File: src/can_err_pkg.sv
`default_nettype none
package can_err_pkg;

	// ------------------------------------------------------------
	// bus levels and frame fields
	// ------------------------------------------------------------
	localparam logic DOMINANT  = 1'h0;
	localparam logic RECESSIVE = 1'h1;

	// field codes given by the frame sequencer
	typedef enum logic [3:0] {
		FLD_IDLE    = 4'h0,
		FLD_SOF     = 4'h1,
		FLD_ARB     = 4'h2,
		FLD_CTRL    = 4'h3,
		FLD_DATA    = 4'h4,
		FLD_CRC     = 4'h5,
		FLD_CRC_DEL = 4'h6,
		FLD_ACK     = 4'h7,
		FLD_ACK_DEL = 4'h8,
		FLD_EOF     = 4'h9,
		FLD_INTER   = 4'hA
	} field_t;

	// signalling state machine
	typedef enum logic [2:0] {
		SIG_IDLE   = 3'h0,
		SIG_FLAG   = 3'h1,
		SIG_PFLAG  = 3'h2,
		SIG_WAITR  = 3'h3,
		SIG_DELIM  = 3'h4,
		SIG_BUSOFF = 3'h5
	} sig_state_t;

	// ------------------------------------------------------------
	// counts and limits
	// ------------------------------------------------------------
	localparam int unsigned CRC_W      = 15;
	localparam logic [14:0] CRC_POLY   = 15'h4599;
	localparam logic [14:0] CRC_INIT   = 15'h0000;
	localparam logic [2:0]  FLAG_BITS  = 3'h6;
	localparam logic [2:0]  STUFF_RUN  = 3'h5;
	localparam logic [2:0]  DELIM_REST = 3'h7;
	localparam logic [8:0]  WARN_LIM   = 9'h060;
	localparam logic [8:0]  PASS_LIM   = 9'h07F;
	localparam logic [8:0]  BOFF_LIM   = 9'h0FF;

endpackage
`default_nettype wire

File: src/can_crc15.sv
`timescale 1ns/1ps
`default_nettype none
module can_crc15 #(
	parameter int unsigned  W    = 15,
	parameter logic [14:0]  POLY = 15'h4599
) (
	// clock and reset
	input  wire logic          clk,
	input  wire logic          rst,
	// control
	input  wire logic          clr,
	input  wire logic          en,
	input  wire logic          din,
	// remainder
	output logic [W-1:0]       crc
);
	// ------------------------------------------------------------
	// serial modulo-2 divider
	// ------------------------------------------------------------
	logic          fb;
	logic [W-1:0]  nxt;

	assign fb  = din ^ crc[W-1];
	assign nxt = {crc[W-2:0], 1'b0} ^ (fb ? POLY[W-1:0] : '0);

	// remainder register
	always_ff @(posedge clk or posedge rst)
	begin
		if (rst)
			crc <= '0;
		else if (clr)
			crc <= '0;
		else if (en)
			crc <= nxt;
	end
endmodule
`default_nettype wire

File: src/can_error_detect_signal.sv
//
// Behaviour
// - bit/stuff/form/ack error: flag next bit
// - crc error: flag after ack delimiter
// - passive flag ends on six equal bits
// - await recessive edge, then seven recessive bits
// - deviation in error frame restarts it
// - never start receiver-not-ready overload frame
// - overload one bit after intermission dominant
// - overload causes no retransmission
// - deviation in overload frame sends error frame
// - transmitter compares driven and sampled bit
// - recessive overwritten in arbitration: lost
// - no transmitter bit error in ack slot
// - more than five equal bits: stuff error
// - crc over destuffed sof to data
// - generator 1100010110011001 remainder
// - dominant in fixed recessive fields: form error
// - transmitter without dominant ack: ack error
// - bus-off until reset request cleared, counters zero
// - drive dominant ack after valid reception
// - error-active sends dominant active flag
// - insert stuff bit after five equal bits
// - error-passive above 127
// - bus-off when transmit counter above 255
// - warning when counter above 96
`timescale 1ns/1ps
`default_nettype none
module can_error_detect_signal (
	// clock and reset
	input  wire logic                    CLK,
	input  wire logic                    SYS_RST,
	// bit timing strobes
	input  wire logic                    BIT_TICK,
	input  wire logic                    RX_BIT,
	// frame sequencer
	input  wire can_err_pkg::field_t     FIELD,
	input  wire logic                    TX_ACTIVE,
	input  wire logic                    TX_BIT,
	input  wire logic                    STUFF_FIELD,
	input  wire logic                    FRAME_START,
	input  wire logic                    MSG_VALID,
	// error counters and software control
	input  wire logic [8:0]              TX_ERR_CNT,
	input  wire logic [7:0]              RX_ERR_CNT,
	input  wire logic                    RESET_REQ,
	// bus drive
	output logic                         TX_PIN,
	output logic                         STUFF_INSERT,
	// status
	output logic                         BIT_ERR,
	output logic                         STUFF_ERR,
	output logic                         CRC_ERR,
	output logic                         FORM_ERR,
	output logic                         ACK_ERR,
	output logic                         ARB_LOST,
	output logic                         OVERLOAD,
	output logic                         RETX_REQ,
	output logic                         ERR_PASSIVE,
	output logic                         BUS_OFF,
	output logic                         ERR_WARN,
	output logic                         CRC_OUT_BIT
);
	// ------------------------------------------------------------
	// decode of frame position
	// ------------------------------------------------------------
	wire logic in_arb    = (FIELD == can_err_pkg::FLD_ARB);
	wire logic in_ack    = (FIELD == can_err_pkg::FLD_ACK);
	wire logic in_ackdel = (FIELD == can_err_pkg::FLD_ACK_DEL);
	wire logic in_crc    = (FIELD == can_err_pkg::FLD_CRC);
	wire logic crc_cover = (FIELD == can_err_pkg::FLD_SOF)
		|| in_arb || (FIELD == can_err_pkg::FLD_CTRL)
		|| (FIELD == can_err_pkg::FLD_DATA);
	wire logic fixed_rec = (FIELD == can_err_pkg::FLD_CRC_DEL)
		|| in_ackdel || (FIELD == can_err_pkg::FLD_EOF);
	wire logic rx_dom    = (RX_BIT == can_err_pkg::DOMINANT);

	// ------------------------------------------------------------
	// registers
	// ------------------------------------------------------------
	can_err_pkg::sig_state_t state_q, state_d;
	logic [2:0]  run_q, run_d;
	logic        last_q, last_d;
	logic [2:0]  cnt_q, cnt_d;
	logic        ovl_q, ovl_d;
	logic        crc_pend_q, crc_pend_d;
	logic        stuff_next_q, stuff_next_d;
	logic [14:0] crc_val;
	logic [3:0]  crc_idx_q, crc_idx_d;

	// ------------------------------------------------------------
	// crc over destuffed bits
	// ------------------------------------------------------------
	wire logic crc_en = BIT_TICK && crc_cover && !stuff_next_q;
	can_crc15 #(
		.W    (can_err_pkg::CRC_W),
		.POLY (can_err_pkg::CRC_POLY)
	) u_crc (
		.clk (CLK),
		.rst (SYS_RST),
		.clr (FRAME_START),
		.en  (crc_en),
		.din (RX_BIT),
		.crc (crc_val)
	);

	// ------------------------------------------------------------
	// error detection
	// ------------------------------------------------------------
	wire logic busy    = (state_q != can_err_pkg::SIG_IDLE);
	wire logic crc_last = (crc_idx_q == 4'(can_err_pkg::CRC_W - 1));
	wire logic stuff_e = !busy && STUFF_FIELD && stuff_next_q
		&& (RX_BIT == last_q);
	wire logic arb_l   = !busy && TX_ACTIVE && in_arb
		&& TX_BIT && rx_dom;
	wire logic bit_e   = !busy && TX_ACTIVE && !in_ack && !stuff_next_q
		&& (TX_BIT != RX_BIT) && !arb_l;
	wire logic form_e  = !busy && fixed_rec && rx_dom;
	wire logic ack_e   = !busy && TX_ACTIVE && in_ack && !rx_dom;
	wire logic crc_bit = crc_val[4'(can_err_pkg::CRC_W - 1) - crc_idx_q];
	wire logic crc_e   = !busy && !TX_ACTIVE && in_crc && !stuff_next_q
		&& (RX_BIT != crc_bit);
	// deviation of an error or overload frame's fixed form
	wire logic dev_e   = ((state_q == can_err_pkg::SIG_FLAG) && !rx_dom)
		|| ((state_q == can_err_pkg::SIG_DELIM) && rx_dom);
	wire logic now_e   = stuff_e || bit_e || form_e || ack_e;
	wire logic late_e  = (crc_pend_q || crc_e) && in_ackdel;
	// overload only as reaction to dominant in intermission
	wire logic ovl_e   = !busy && (FIELD == can_err_pkg::FLD_INTER) && rx_dom;
	wire logic passive = (TX_ERR_CNT > can_err_pkg::PASS_LIM)
		|| ({1'b0, RX_ERR_CNT} > can_err_pkg::PASS_LIM);
	wire logic boff    = TX_ERR_CNT > can_err_pkg::BOFF_LIM;
	wire logic warn    = (TX_ERR_CNT > can_err_pkg::WARN_LIM)
		|| ({1'b0, RX_ERR_CNT} > can_err_pkg::WARN_LIM);
	wire logic start_f = now_e || late_e || dev_e || ovl_e;
	wire logic drive_d = (state_d == can_err_pkg::SIG_FLAG);
	wire logic tx_stuff = !busy && TX_ACTIVE && STUFF_FIELD && stuff_next_q;

	// ------------------------------------------------------------
	// signalling state machine
	// ------------------------------------------------------------
	always_comb
	begin
		state_d      = state_q;
		cnt_d        = cnt_q;
		ovl_d        = ovl_q;
		crc_pend_d   = crc_pend_q && !FRAME_START;
		run_d        = run_q;
		last_d       = last_q;
		stuff_next_d = stuff_next_q;
		crc_idx_d    = crc_idx_q;
		if (BIT_TICK)
		begin
			// run length for stuffing and destuffing
			if (FRAME_START || !STUFF_FIELD || stuff_next_q)
			begin
				run_d = 3'h1;
				stuff_next_d = 1'b0;
			end
			else
			begin
				run_d = (RX_BIT == last_q) ? run_q + 3'h1 : 3'h1;
				stuff_next_d = (run_d == can_err_pkg::STUFF_RUN);
			end
			last_d = RX_BIT;
			if (FRAME_START || !in_crc)
				crc_idx_d = 4'h0;
			// hold at the last position so the select stays in range
			else if (!stuff_next_q && !crc_last)
				crc_idx_d = crc_idx_q + 4'h1;
			if (crc_e)
				crc_pend_d = 1'b1;
			unique case (state_q)
				can_err_pkg::SIG_IDLE:
				begin
					if (start_f)
					begin
						ovl_d = ovl_e;
						crc_pend_d = 1'b0;
						cnt_d = 3'h0;
						state_d = passive ? can_err_pkg::SIG_PFLAG
							: can_err_pkg::SIG_FLAG;
					end
				end
				can_err_pkg::SIG_FLAG:
				begin
					if (dev_e)
					begin
						ovl_d = 1'b0;
						cnt_d = 3'h0;  // restart as error frame
					end
					else if (cnt_q == can_err_pkg::FLAG_BITS - 3'h1)
						state_d = can_err_pkg::SIG_WAITR;
					else
						cnt_d = cnt_q + 3'h1;
				end
				can_err_pkg::SIG_PFLAG:
				begin
					// six consecutive equal bits, a change restarts the count
					if (cnt_q != 3'h0 && RX_BIT != last_q)
						cnt_d = 3'h1;
					else if (cnt_q == can_err_pkg::FLAG_BITS - 3'h1)
						state_d = can_err_pkg::SIG_WAITR;
					else
						cnt_d = cnt_q + 3'h1;
				end
				can_err_pkg::SIG_WAITR:
				begin
					if (!rx_dom)
					begin
						cnt_d = 3'h0;
						state_d = can_err_pkg::SIG_DELIM;
					end
				end
				can_err_pkg::SIG_DELIM:
				begin
					if (dev_e)
					begin
						ovl_d = 1'b0;
						cnt_d = 3'h0;
						state_d = passive ? can_err_pkg::SIG_PFLAG
							: can_err_pkg::SIG_FLAG;
					end
					else if (cnt_q == can_err_pkg::DELIM_REST - 3'h1)
						state_d = can_err_pkg::SIG_IDLE;
					else
						cnt_d = cnt_q + 3'h1;
				end
				can_err_pkg::SIG_BUSOFF:
				begin
					if (!RESET_REQ && TX_ERR_CNT == 9'h000
						&& RX_ERR_CNT == 8'h00)
						state_d = can_err_pkg::SIG_IDLE;
				end
				default:
					state_d = can_err_pkg::SIG_IDLE;
			endcase
		end
		if (boff)
			state_d = can_err_pkg::SIG_BUSOFF;
	end

	// state registers
	always_ff @(posedge CLK or posedge SYS_RST)
	begin
		if (SYS_RST)
		begin
			state_q      <= can_err_pkg::SIG_IDLE;
			cnt_q        <= 3'h0;
			ovl_q        <= 1'b0;
			crc_pend_q   <= 1'b0;
			run_q        <= 3'h0;
			last_q       <= 1'b1;
			stuff_next_q <= 1'b0;
			crc_idx_q    <= 4'h0;
		end
		else
		begin
			state_q      <= state_d;
			cnt_q        <= cnt_d;
			ovl_q        <= ovl_d;
			crc_pend_q   <= crc_pend_d;
			run_q        <= run_d;
			last_q       <= last_d;
			stuff_next_q <= stuff_next_d;
			crc_idx_q    <= crc_idx_d;
		end
	end

	// ------------------------------------------------------------
	// outputs
	// ------------------------------------------------------------
	wire logic off_d  = (state_d == can_err_pkg::SIG_BUSOFF);
	wire logic busy_d = (state_d != can_err_pkg::SIG_IDLE) && !off_d;
	wire logic ack_dr = !busy && !TX_ACTIVE && in_ack && MSG_VALID;
	wire logic pin_d  = off_d ? can_err_pkg::RECESSIVE
		: (drive_d || ack_dr) ? can_err_pkg::DOMINANT
		: (busy || !TX_ACTIVE) ? can_err_pkg::RECESSIVE
		: TX_BIT;

	// status and pin registers
	always_ff @(posedge CLK or posedge SYS_RST)
	begin
		if (SYS_RST)
		begin
			TX_PIN       <= 1'b1;
			STUFF_INSERT <= 1'b0;
			BIT_ERR      <= 1'b0;
			STUFF_ERR    <= 1'b0;
			CRC_ERR      <= 1'b0;
			FORM_ERR     <= 1'b0;
			ACK_ERR      <= 1'b0;
			ARB_LOST     <= 1'b0;
			OVERLOAD     <= 1'b0;
			RETX_REQ     <= 1'b0;
			ERR_PASSIVE  <= 1'b0;
			BUS_OFF      <= 1'b0;
			ERR_WARN     <= 1'b0;
			CRC_OUT_BIT  <= 1'b0;
		end
		else
		begin
			TX_PIN       <= pin_d;
			STUFF_INSERT <= tx_stuff;
			BIT_ERR      <= BIT_TICK && bit_e;
			STUFF_ERR    <= BIT_TICK && stuff_e;
			CRC_ERR      <= BIT_TICK && crc_e;
			FORM_ERR     <= BIT_TICK && (form_e || dev_e);
			ACK_ERR      <= BIT_TICK && ack_e;
			ARB_LOST     <= BIT_TICK && arb_l;
			OVERLOAD     <= ovl_d && busy_d;
			// overload frames never ask for a resend
			RETX_REQ     <= BIT_TICK && TX_ACTIVE && (now_e || late_e);
			ERR_PASSIVE  <= passive;
			BUS_OFF      <= off_d;
			ERR_WARN     <= warn;
			CRC_OUT_BIT  <= crc_bit;
		end
	end
endmodule
`default_nettype wire

File: config.mk
export PLATFORM = sky130hd
export DESIGN_NAME = can_error_detect_signal
export DESIGN_NICKNAME = d
export VERILOG_FILES = /design/src/can_err_pkg.sv /design/src/can_crc15.sv /design/src/can_error_detect_signal.sv
export SDC_FILE = /design/constraint.sdc
export NUM_CORES = 1
export LEC_CHECK = 0
export BUFFER_PORTS_ARGS = -buffer_cell sky130_fd_sc_hd__buf_4
export CORE_ASPECT_RATIO = 0.9
export CORE_UTILIZATION = 40
export CTS_BUF_LIST = sky130_fd_sc_hd__clkbuf_2
export DETAILED_ROUTE_END_ITERATION = 10
export GPL_TIMING_DRIVEN = 0
export PLACE_DENSITY_LB_ADDON = 0.05
export SYNTH_ARGS = -nofsm -noshare
export SYNTH_HDL_FRONTEND = slang
export SYNTH_HIERARCHICAL = 1
export SYNTH_SLANG_ARGS = --single-unit
File: constraint.sdc
create_clock -name CLK -period 2.29 [get_ports CLK]
set_clock_uncertainty 0.15 [all_clocks]
set_input_delay 0 -clock CLK [delete_from_list [all_inputs] [get_ports CLK]]
set_output_delay 0 -clock CLK [all_outputs]
set_load 0.005 [all_outputs]
Yosys cells after proc, flatten, opt, wreduce, memory -nomap -nowiden
Cells that the tools add are included.

Eq/ne operators: 28. Muxes and demuxes: 41. Reductions and logical operators: 89. Magnitude comparators: 6. Bitwise gates (word level): 3. Add/subtract/negate cells: 4.

Operators with widths (count): 3-bit two-way mux (19); 1-bit logical AND (45); 15-bit two-way mux (3); 1-bit logical OR (21); 3-bit == test, second input constant (6); 9-bit by 7-bit greater-than comparator with 1-bit output, second input constant (2); 3-bit case mux with 6 select lines (1); 4-bit by 3-bit == test with 1-bit output, second input constant (4); 4-bit == test, second input constant (4); 8-bit by 7-bit greater-than comparator with 1-bit output, second input constant (2); 3-bit case mux with 5 select lines (1); 15-bit XOR (1); 1-bit two-way mux (12); 1-bit zero test (11); 9-bit by 8-bit greater-than comparator with 1-bit output, second input constant (1); 9-bit zero test (1); 3-bit nonzero test (3); 4-bit by 2-bit == test with 1-bit output, second input constant (2); 8-bit zero test (1); 4-bit two-way mux (2); 3-bit by 1-bit adder with 3-bit output, second input constant (2); 3-bit by 1-bit == test with 1-bit output, second input constant (2); 3-bit by 2-bit == test with 1-bit output, second input constant (2); 4-bit by 5-bit less-than comparator with 1-bit output, second input constant (1); 18 further kinds (22).

Logic and storage cells: 194. Output and inout bits: 14. Flip-flop bits (word level): 46. Bits of input ports: 31.

Depth between registers and ports, before layout
Gate-level depths: netlist of run 1.

Depth in word-level cells: 22. Depth in mapped cells: 10. Depth with buffers taken out: 9.

Modules after synthesis
The synthesis of run 1 kept the hierarchy.

Modules (own cells, without submodules): can_error_detect_signal (cells each 257, area each 2167.1 µm², times used 1); can_crc15 (cells each 72, area each 737.0 µm², times used 1).

Worst setup path before layout of run 1
OpenSTA, ideal clock, no wires.

Kind: register to register. From: reg crc_idx_q[0]. To: reg crc_pend_q. Library setup time: 0.131 ns. Period minus slack after synthesis: 2.233 ns. Cell stages (with the launch flop): 11. Slack: 0.057 ns. Data arrival time: 1.952 ns. Path through: dfrtp_1 buf_2 inv_1 ha_1 mux4_2 mux2i_1 nand2_1 o21ai_1 a211oi_1 xnor2_1 o32ai_1.

Word-level cells in the longest chain between the ends: 13. Elaborated cells between the ends (all ways): 14.

Ends and longest elaborated chain: start: declaration (RTL line can_error_detect_signal.sv:89) `logic [3:0] crc_idx_q, crc_idx_d;`; start signal: assignment (RTL line can_error_detect_signal.sv:266) `crc_idx_q <= crc_idx_d;`; 4-bit subtractor * (RTL line can_error_detect_signal.sv:120) `wire logic crc_bit = crc_val[4'(can_err_pkg::CRC_W - 1) - crc_idx_q];`; 1-bit binary-select mux with 4-bit select * (RTL line can_error_detect_signal.sv:120); 1-bit two-way mux (implied by the code) * (RTL line can_error_detect_signal.sv:120); net crc_bit (RTL line can_error_detect_signal.sv:120); 1-bit != test * (RTL line can_error_detect_signal.sv:122) `&& (RX_BIT != crc_bit);`; 1-bit logical AND * (RTL line can_error_detect_signal.sv:122); 1-bit logical OR (RTL line can_error_detect_signal.sv:127) `wire logic late_e = (crc_pend_q || crc_e) && in_ackdel;`; 1-bit logical AND (RTL line can_error_detect_signal.sv:127); 1-bit logical OR (3 in series) (RTL line can_error_detect_signal.sv:135) `wire logic start_f = now_e || late_e || dev_e || ovl_e;`; 1-bit two-way mux (RTL line can_error_detect_signal.sv:176) `if (start_f)`; 1-bit two-way mux * (RTL line can_error_detect_signal.sv:173) `unique case (state_q)`; 1-bit two-way mux * (RTL line can_error_detect_signal.sv:152) `if (BIT_TICK)`; net crc_pend_d (RTL line can_error_detect_signal.sv:86) `logic crc_pend_q, crc_pend_d;`; end signal: assignment (RTL line can_error_detect_signal.sv:262) `crc_pend_q <= crc_pend_d;`; end: declaration (RTL line can_error_detect_signal.sv:86).

The timed path passes the listed nets; every way through them passes the cells marked *. The select of a mux whose other input is x is not followed. A chain may end at the register's enable or synchronous reset.

Worst setup path after layout of run 1
From: reg stuff_next_q. To: reg TX_PIN.

Word-level cells in the longest chain between the ends: 18. Elaborated cells between the ends (all ways): 25.

Ends and longest elaborated chain: start: declaration (RTL line can_error_detect_signal.sv:87) `logic stuff_next_q, stuff_next_d;`; start signal: assignment (RTL line can_error_detect_signal.sv:265) `stuff_next_q <= stuff_next_d;`; 1-bit zero test (RTL line can_error_detect_signal.sv:116, can_error_detect_signal.sv:121); 1-bit logical AND (RTL line can_error_detect_signal.sv:116) `wire logic bit_e = !busy && TX_ACTIVE && !in_ack && !stuff_next_q`; 1-bit logical AND (2 in series) (RTL line can_error_detect_signal.sv:117) `&& (TX_BIT != RX_BIT) && !arb_l;`; 1-bit logical OR (3 in series) (RTL line can_error_detect_signal.sv:126) `wire logic now_e = stuff_e || bit_e || form_e || ack_e;`; 1-bit logical OR * (3 in series) (RTL line can_error_detect_signal.sv:135); 3-bit two-way mux * (RTL line can_error_detect_signal.sv:176); 3-bit case mux with 6 select lines * (RTL line can_error_detect_signal.sv:173); 3-bit two-way mux * (RTL line can_error_detect_signal.sv:152); 3-bit two-way mux * (RTL line can_error_detect_signal.sv:239) `if (boff)`; 3-bit by 1-bit == test with 1-bit output (RTL line can_error_detect_signal.sv:136) `wire logic drive_d = (state_d == can_err_pkg::SIG_FLAG);`; 1-bit logical OR (RTL line can_error_detect_signal.sv:277) `: (drive_d || ack_dr) ? can_err_pkg::DOMINANT`; 1-bit two-way mux (RTL line can_error_detect_signal.sv:277); 1-bit two-way mux * (RTL line can_error_detect_signal.sv:276) `wire logic pin_d = off_d ? can_err_pkg::RECESSIVE`; net pin_d (RTL line can_error_detect_signal.sv:276); end signal: assignment (RTL line can_error_detect_signal.sv:303) `TX_PIN <= pin_d;`; end: declaration (RTL line can_error_detect_signal.sv:48) `output logic TX_PIN,`.

The timed path passes the listed nets; every way through them passes the cells marked *.

==> metrics, run 1 <==
port bufs 42; Synth Register Bits 46; TritonRoute pass-1 iters 5; area of the multi-input gates 1670 um^2; WL per Instance about 15 um; number of global-route vias before repair 2,507; Final ANT Viol Nets 0; status complete, no violations; Max VDD drop 0.214 mV; post-DP HPWL 5040 um; Placed Cells 464; launch point of the critical path stuff_next_q$_DFFE_PP0P_; Final Hold Violating Endpoints 0; Worst Max-Slew Pin Slew 0.602 ns; num ports 45; CTS tree yes; Main synth FF type dfrtp_1; clock buffer count from CTS 5; routability-driven placement congestion ratio 0.840; WS Path Type flop to flop; share of cells above drive strength 1 24.8%; Req. time, crit path 2.51 ns; Final Cycle Share 99.8%; clock period minus final worst setup slack 2.29 ns; routed vias/inst 5.37; final setup fails 0; CP Cell Sequence buf_4 -> or4_4 -> a21o_1 -> a31oi_4 -> a211oi_4 -> nor2_2 -> mux2_4; critical path peak fanout 4; CP Launch Type flop; antenna violations before repair 0; Worst R2R Path Depth 7; Initial Utilization 41.3%; largest net degree at the start of global routing 32; Tot GR Track Use 20.6%; Clock Pin Slew Worst Setup and Hold Paths about 0.24 ns; Total Routed Length approximately 7600 um; post-synth net total 367; FFs w/ async S/R, synth 100%; Layout area overhead 32.1%; die span in x approximately 92 um; die area approximately 7600 um^2; CP endpoint kind flop; total power 0.00159 W; Ant. Diodes 0; max incr delay on CP 0.47 ns; Synth cell types 62; post-synth design cell area roughly 2900 um^2; Synth area leader dfrtp_1; Rows 29; f_max 437 MHz; FF+latch area 1150 um^2; CP arrival 2.50 ns; total grt overflow 0; die height 82.8 um; RSZ-0062 raised after global routing yes; Hold Path Sink u_crc/crc[4]$_DFFE_PP0P_; clock sink count 46; Hold Crit Start FIELD[2]; # H-tree levels 2; Non-Filler Instances between 500 and 600; clk root buf clkbuf_2; Final Slew Violations 0; most frequent cell after synthesis dfrtp_1; power per cell area 414 nW/um^2; HP Class primary input to flop; Starting DRT DRC Count 139; Pleak 1.65 nW; via count 2,729; clock latency on the worst-skew pair slightly above 0.4 ns; Max Cap Violations 0; r2r endpoint TX_PIN$_DFF_PP1_; EDFF count, synth 0; crit path max-delay cell type dfrtp_2; nets 452; Ys Warns 6; reg-to-reg critical path startpoint stuff_next_q$_DFFE_PP0P_; Core ar. 7040 um^2; Yosys top cell area share 37.9%; Avg Inst Size Synth 8.83 um^2; hold path depth 5; part of the Yosys area used for sequential elements about two fifths; worst rel slew slack between 50% and 60%; clk buf depth 2; Post-synth top cells 44 x dfrtp_1, 42 x nor2_1, 29 x nand2_1; Gate Count Post-Synth 329; first-pass GRT wire length 12,400 um; R2R setup slack 0.004 ns; filler instances 669; Remaining DRCs 0; Synth area leaders dfrtp_1 38%, nor2_1 5.4%, mux2i_1 3.8%
-- cell families after synthesis --
family          Yosys count  synth area share, %
simple gates            131                 23.5
compound gates           76                 17.6
flops                    46                 39.7
buf+inv                  43                 6.07
mux                      16                 7.02
xor+xnor                 10                 3.02
fa+ha+maj                 7                 3.02
-- repair_timing --
action / 4_1_cts / 5_1_grt
resized for setup: 16 / 9
endpoints found under the setup margin: 11 / 12
setup buffers: 10 / 2
pin swaps: 10 / 6
hold buffers: 23 / 1
endpoints found under the hold margin: 75 / 7
-- flip-flops by register name (all words and copies together), names as in the netlist, 3 cells and up --
register and flops:
u_crc/crc 15, crc_idx_q 4, cnt_q 3, run_q 3, state_q 3
-- per-layer routing --
layer	wire, um	up-vias	track usage (%)
li1	-	1337	-
met2	3360	69	30.6
met1	3780	1314	30.7
met4	81	0	5.68
met5	0	-	0
met3	324	9	4.03
-- how the worst max path moves through the flow --
stage | endpoint | slack (ns) | depth (start not counted)
final | TX_PIN$_DFF_PP1_ | 0.004 | 7
after detailed placement | crc_pend_q$_DFF_PP0_ | -0.32 | 10
after global routing | OVERLOAD$_DFF_PP0_ | -0.10 | 9
after CTS | OVERLOAD$_DFF_PP0_ | 0.005 | 9
after floorplan | crc_pend_q$_DFF_PP0_ | 0.06 | 10
after global placement | crc_pend_q$_DFF_PP0_ | -0.35 | 10
-- layout by cell type (no fill, tap or decap), types with 4 or more instances in the layout --
cell type,count
a21oi_1,19
nand3_1,14
nor3_1,6
nand4_1,4
mux2i_1,10
o21ai_1,6
nand4b_1,5
buf_4,55
nor4_1,4
nor2_1,42
nand2_1,29
xor2_1,5
buf_2,4
ha_1,5
a31oi_1,4
inv_1,23
clkbuf_2,8
xnor2_1,4
dfrtp_1,43
dlygate4sd3_1,24
clkbuf_1,8
o21ai_0,14
-- layout make-up --
type / count / area share, %
buffer: 17 / 2.25
clock buffer: 6 / 0.783
clock inverter: 2 / 0.228
inverter: 25 / 2.51
multi-input combinational: 240 / 43.4
sequential: 46 / 30.1
tap: 93 / 3.03
timing repair buffer: 79 / 17.6
-- power by group --
part | internal, W | switching [W] | leakage [nW]
Sequential | 0.000845 | 0.0000264 | 0.606
Combinational | 0.000174 | 0.000202 | 1.01
Clock | 0.0000752 | 0.000264 | 0.0304
-- through the flow --
stage               util (%)  setup WS [ns]  instance area, um^2  hold WS [ns]  TNS, ns
floorplan                  -         0.0575                 2900        -0.249        0
global placement        47.4         -0.351                 3340       -0.0367    -1.84
detailed placement      47.4         -0.318                 3340       -0.0240    -1.85
CTS                     53.5        0.00542                 3770        0.0387        0
global route            54.5         -0.103                 3840         0.106   -0.465
finish                  54.5        0.00397                 3840         0.106        0
-- worst max-delay path, delay by kind of cell (launching register included) --
| family | cells | cell delay, ns |
|---|---|---|
| and+or+nand+nor | 2 | 0.54 |
| DFF | 1 | 0.47 |
| AOI/OAI and AO/OA | 3 | 0.63 |
| buffers and inverters | 1 | 0.14 |
| muxes | 1 | 0.31 |
(Power assumes the default switching activity.)
==> inputs of run 2 (changes only) <==
--- a/config.mk
+++ b/config.mk
@@ -14,5 +14,4 @@
 export PLACE_DENSITY_LB_ADDON = 0.05
 export SYNTH_ARGS = -nofsm -noshare
 export SYNTH_HDL_FRONTEND = slang
-export SYNTH_HIERARCHICAL = 1
 export SYNTH_SLANG_ARGS = --single-unit
==> metrics, run 2 <==
clock buffer count from CTS 5 (unchanged); CP endpoint kind flop; Worst Max-Slew Pin Slew 0.703 ns (+0.101 ns); Starting DRT DRC Count 169 (+22%); biggest regs u_crc.crc x15, crc_idx_q x4; die span in x 90.8 um (-1.1%); share of cells above drive strength 1 27.2% (+2.4 points); NetSw 0.000501 W (+1.7%); Comb power frac 25.3% (+1.6 points); HP Class primary input to flop; clk buf depth 2 (unchanged); routed vias/inst 5.20 (-3.2%); final core occ 56.7% (+2.2 points); Synth area leader dfrtp_1; Final Cycle Share 106% (+6.0 points); critical path peak fanout 6 (+2); first-pass GRT wire length 11,800 um (-5.3%); PnR worst setup slack -0.135 ns (-0.139 ns); die height 81.9 um (-1.1%); EDFF count, synth 0 (unchanged); Ant. Diodes 0 (unchanged); WS Path Type flop to flop; Ys Warns 0 (-6); Rows 28 (-3.4%); Synth Register Bits 46 (unchanged); number of global-route vias before repair 2,328 (-7.1%); power per cell area 422 nW/um^2 (+2.1%); CP arrival 2.62 ns (+0.12 ns); CTS tree yes; Remaining DRCs 0 (unchanged); nets 435 (-3.8%); Gate Count Post-Synth 309 (-6.1%); Core ar. 6730 um^2 (-4.4%); clock period minus final worst setup slack 2.42 ns (+0.139 ns); Pleak 1.75 nW (+6.3%); Reg with most FFs u_crc.crc; final setup fails 3 (+3); Tot GR Track Use 19.9% (-0.69 points); Final Hold Violating Endpoints 0 (unchanged); f_max 412 MHz (-5.7%); routability-driven placement congestion ratio 0.860 (+2.4%); TritonRoute pass-1 iters 4 (-1); clock sink count 46 (unchanged); clk root buf clkbuf_2; num ports 45 (unchanged); Main synth FF type dfrtp_1; antenna violations before repair 0 (unchanged); clock latency on the worst-skew pair 0.41 ns (about the same); filler instances 605 (-9.6%); largest net degree at the start of global routing 36 (+13%); failing checks setup timing; Max VDD drop 0.289 mV (+35%); status finished with violations; Final Slew Violations 0 (unchanged); post-synth net total 348 (-5.2%); WL per Instance 14.8 um (-0.34%); Clock Pin Slew Worst Setup and Hold Paths 0.24 ns (about the same); Req. time, crit path 2.48 ns (-0.03 ns); post-synth design cell area 2840 um^2 (-2.2%); post-DP HPWL 5160 um (+2.3%); Synth cell types 59 (-4.8%); sw frac 31.1% (+0.042 points); Avg Inst Size Synth 9.19 um^2 (+4.1%); Final ANT Viol Nets 0 (unchanged); Max Cap Violations 0 (unchanged); via count 2,533 (-7.2%); clock network power share 20.6% (-0.8 points); Layout area overhead 34.3%; Synth area leaders dfrtp_1 39%, nor2_1 4.6%, ha_1 3.5%; worst rel slew slack 52.8% (-7.0 points); # H-tree levels 2 (unchanged); RSZ-0062 raised after global routing yes; Yosys top cell area share 38.8% (+0.85 points); die area 7440 um^2 (-2.2%); FFs w/ async S/R, synth 100% (unchanged); port bufs 40 (-4.8%); Post-synth top cells 44 x dfrtp_1, 35 x nor2_1, 21 x nand2_1; Total Routed Length 7210 um (-4.5%); Flop pwr share 54.1% (-0.8 points); Setup WS pre-CTS -0.315 ns (+0.00265 ns); CP Launch Type flop; number of flip-flops in the largest register 15 (unchanged); most frequent cell after synthesis dfrtp_1; most frequent cells in the layout 58 x buf_4, 42 x dfrtp_1, 35 x nor2_1; commonest non-fill, non-tap cell in the layout buf_4; P_int 0.00111 W (+1.5%); total grt overflow 0 (unchanged); part of the Yosys area used for sequential elements 40.6% (+0.89 points); Initial Utilization 42.2% (+0.97 points)
[run 2: cell types whose count changed after synthesis, sizes merged, moves of 4 or more]
cell / change
xor2: +5
or3: +7
nor2: -8
nor3: +8
o311ai: -4
nand2b: +4
nand4b: -5
nand2: -8
a21oi: -5
nand3: -7
inv: -8
a211oi: -5
[run 2: logic make-up after synthesis]
group,Yosys count,share of synthesized area (%)
AND/OR/NAND/NOR,121,22.5
AO/OA/AOI/OAI,67,16.0
flip-flops,46,40.6
XOR/XNOR,18,5.55
multiplexers,15,7.09
adder cells (fa/ha/maj),8,3.52
buffers and inverters,34,4.76
[run 2: critical path, stage by stage (launching register included)]
cell and delay [ns]:
dfrtp_1 0.42, buf_6 0.13, inv_4 0.04, ha_4 0.30, mux4_2 0.33, mux4_2 0.52
xnor2_2 0.22, nor4_4 0.05, a31o_1 0.19
[run 2: stage by stage]
stage | power, W | hold WS, ns | setup TNS [ns] | cell area (um^2) | std cells
after floorplan | 0.00110 | -0.0218 | 0 | 2860 | 309
after global placement | 0.00121 | 0.136 | -1.75 | 3270 | 439
after detailed placement | 0.00122 | -0.187 | -1.60 | 3290 | 440
after CTS | 0.00159 | 0.00347 | -0.581 | 3620 | 476
after global routing | 0.00171 | 0.00801 | -0.448 | 3810 | 487
final | 0.00161 | 0.0132 | -0.197 | 3810 | 487
[run 2: cell type report]
cell class	instances	area (um^2)	share of cell area (%)
Timing Repair Buffer	81	682	17.9
Inverter	17	66.3	1.74
Buffer	16	88.8	2.33
Clock buffer	5	25.0	0.656
Tap cell	90	113	2.95
Clock inverter	3	16.3	0.427
Sequential cell	46	1160	30.3
Multi-Input combinational cell	229	1670	43.7
[run 2: power groups by stage]
stage	sequential [W]	clock [W]	combinational, W
finish	0.000871	0.000332	0.000408
CTS	0.000871	0.000349	0.000368
global route	0.000876	0.000385	0.000448
floorplan	0.000878	0	0.000220
detailed placement	0.000883	0	0.000336
global placement	0.000883	0	0.000330
[run 2: path summary, 6_finish.rpt]
path                       slack (ns)               endpoint                startpoint  cells past startpoint
max in group asynchronous        1.00     last_q$_DFFE_PP1P_                   SYS_RST                      5
max reg2reg                     -0.13   crc_pend_q$_DFF_PP0_  crc_idx_q[0]$_DFFE_PP0P_                      8
min in group asynchronous        0.47      ACK_ERR$_DFF_PP0_                   SYS_RST                      4
min                              0.01  ERR_PASSIVE$_DFF_PP0_             TX_ERR_CNT[8]                      4
max                             -0.13   crc_pend_q$_DFF_PP0_  crc_idx_q[0]$_DFFE_PP0P_                      8
min reg2reg                      0.37   run_q[0]$_DFFE_PP0P_      run_q[0]$_DFFE_PP0P_                      1
[run 2: repair_timing]
| action | CTS | global route |
|---|---|---|
| endpoints found under the setup margin | 8 | 10 |
| endpoints found under the hold margin | 78 | 1 |
| gates resized for setup | 8 | 29 |
| hold buffers | 21 | 1 |
| buffers inserted | 7 | 11 |
| pin swaps | 2 | 9 |
[run 2: layer usage]
layer | routed length (um) | vias to the layer above | track usage [%]
li1 | - | 1273 | -
met2 | 3090 | 59 | 30.2
met4 | 17 | 0 | 3.81
met3 | 271 | 4 | 2.87
met1 | 3840 | 1197 | 30.3
met5 | 0 | - | 0
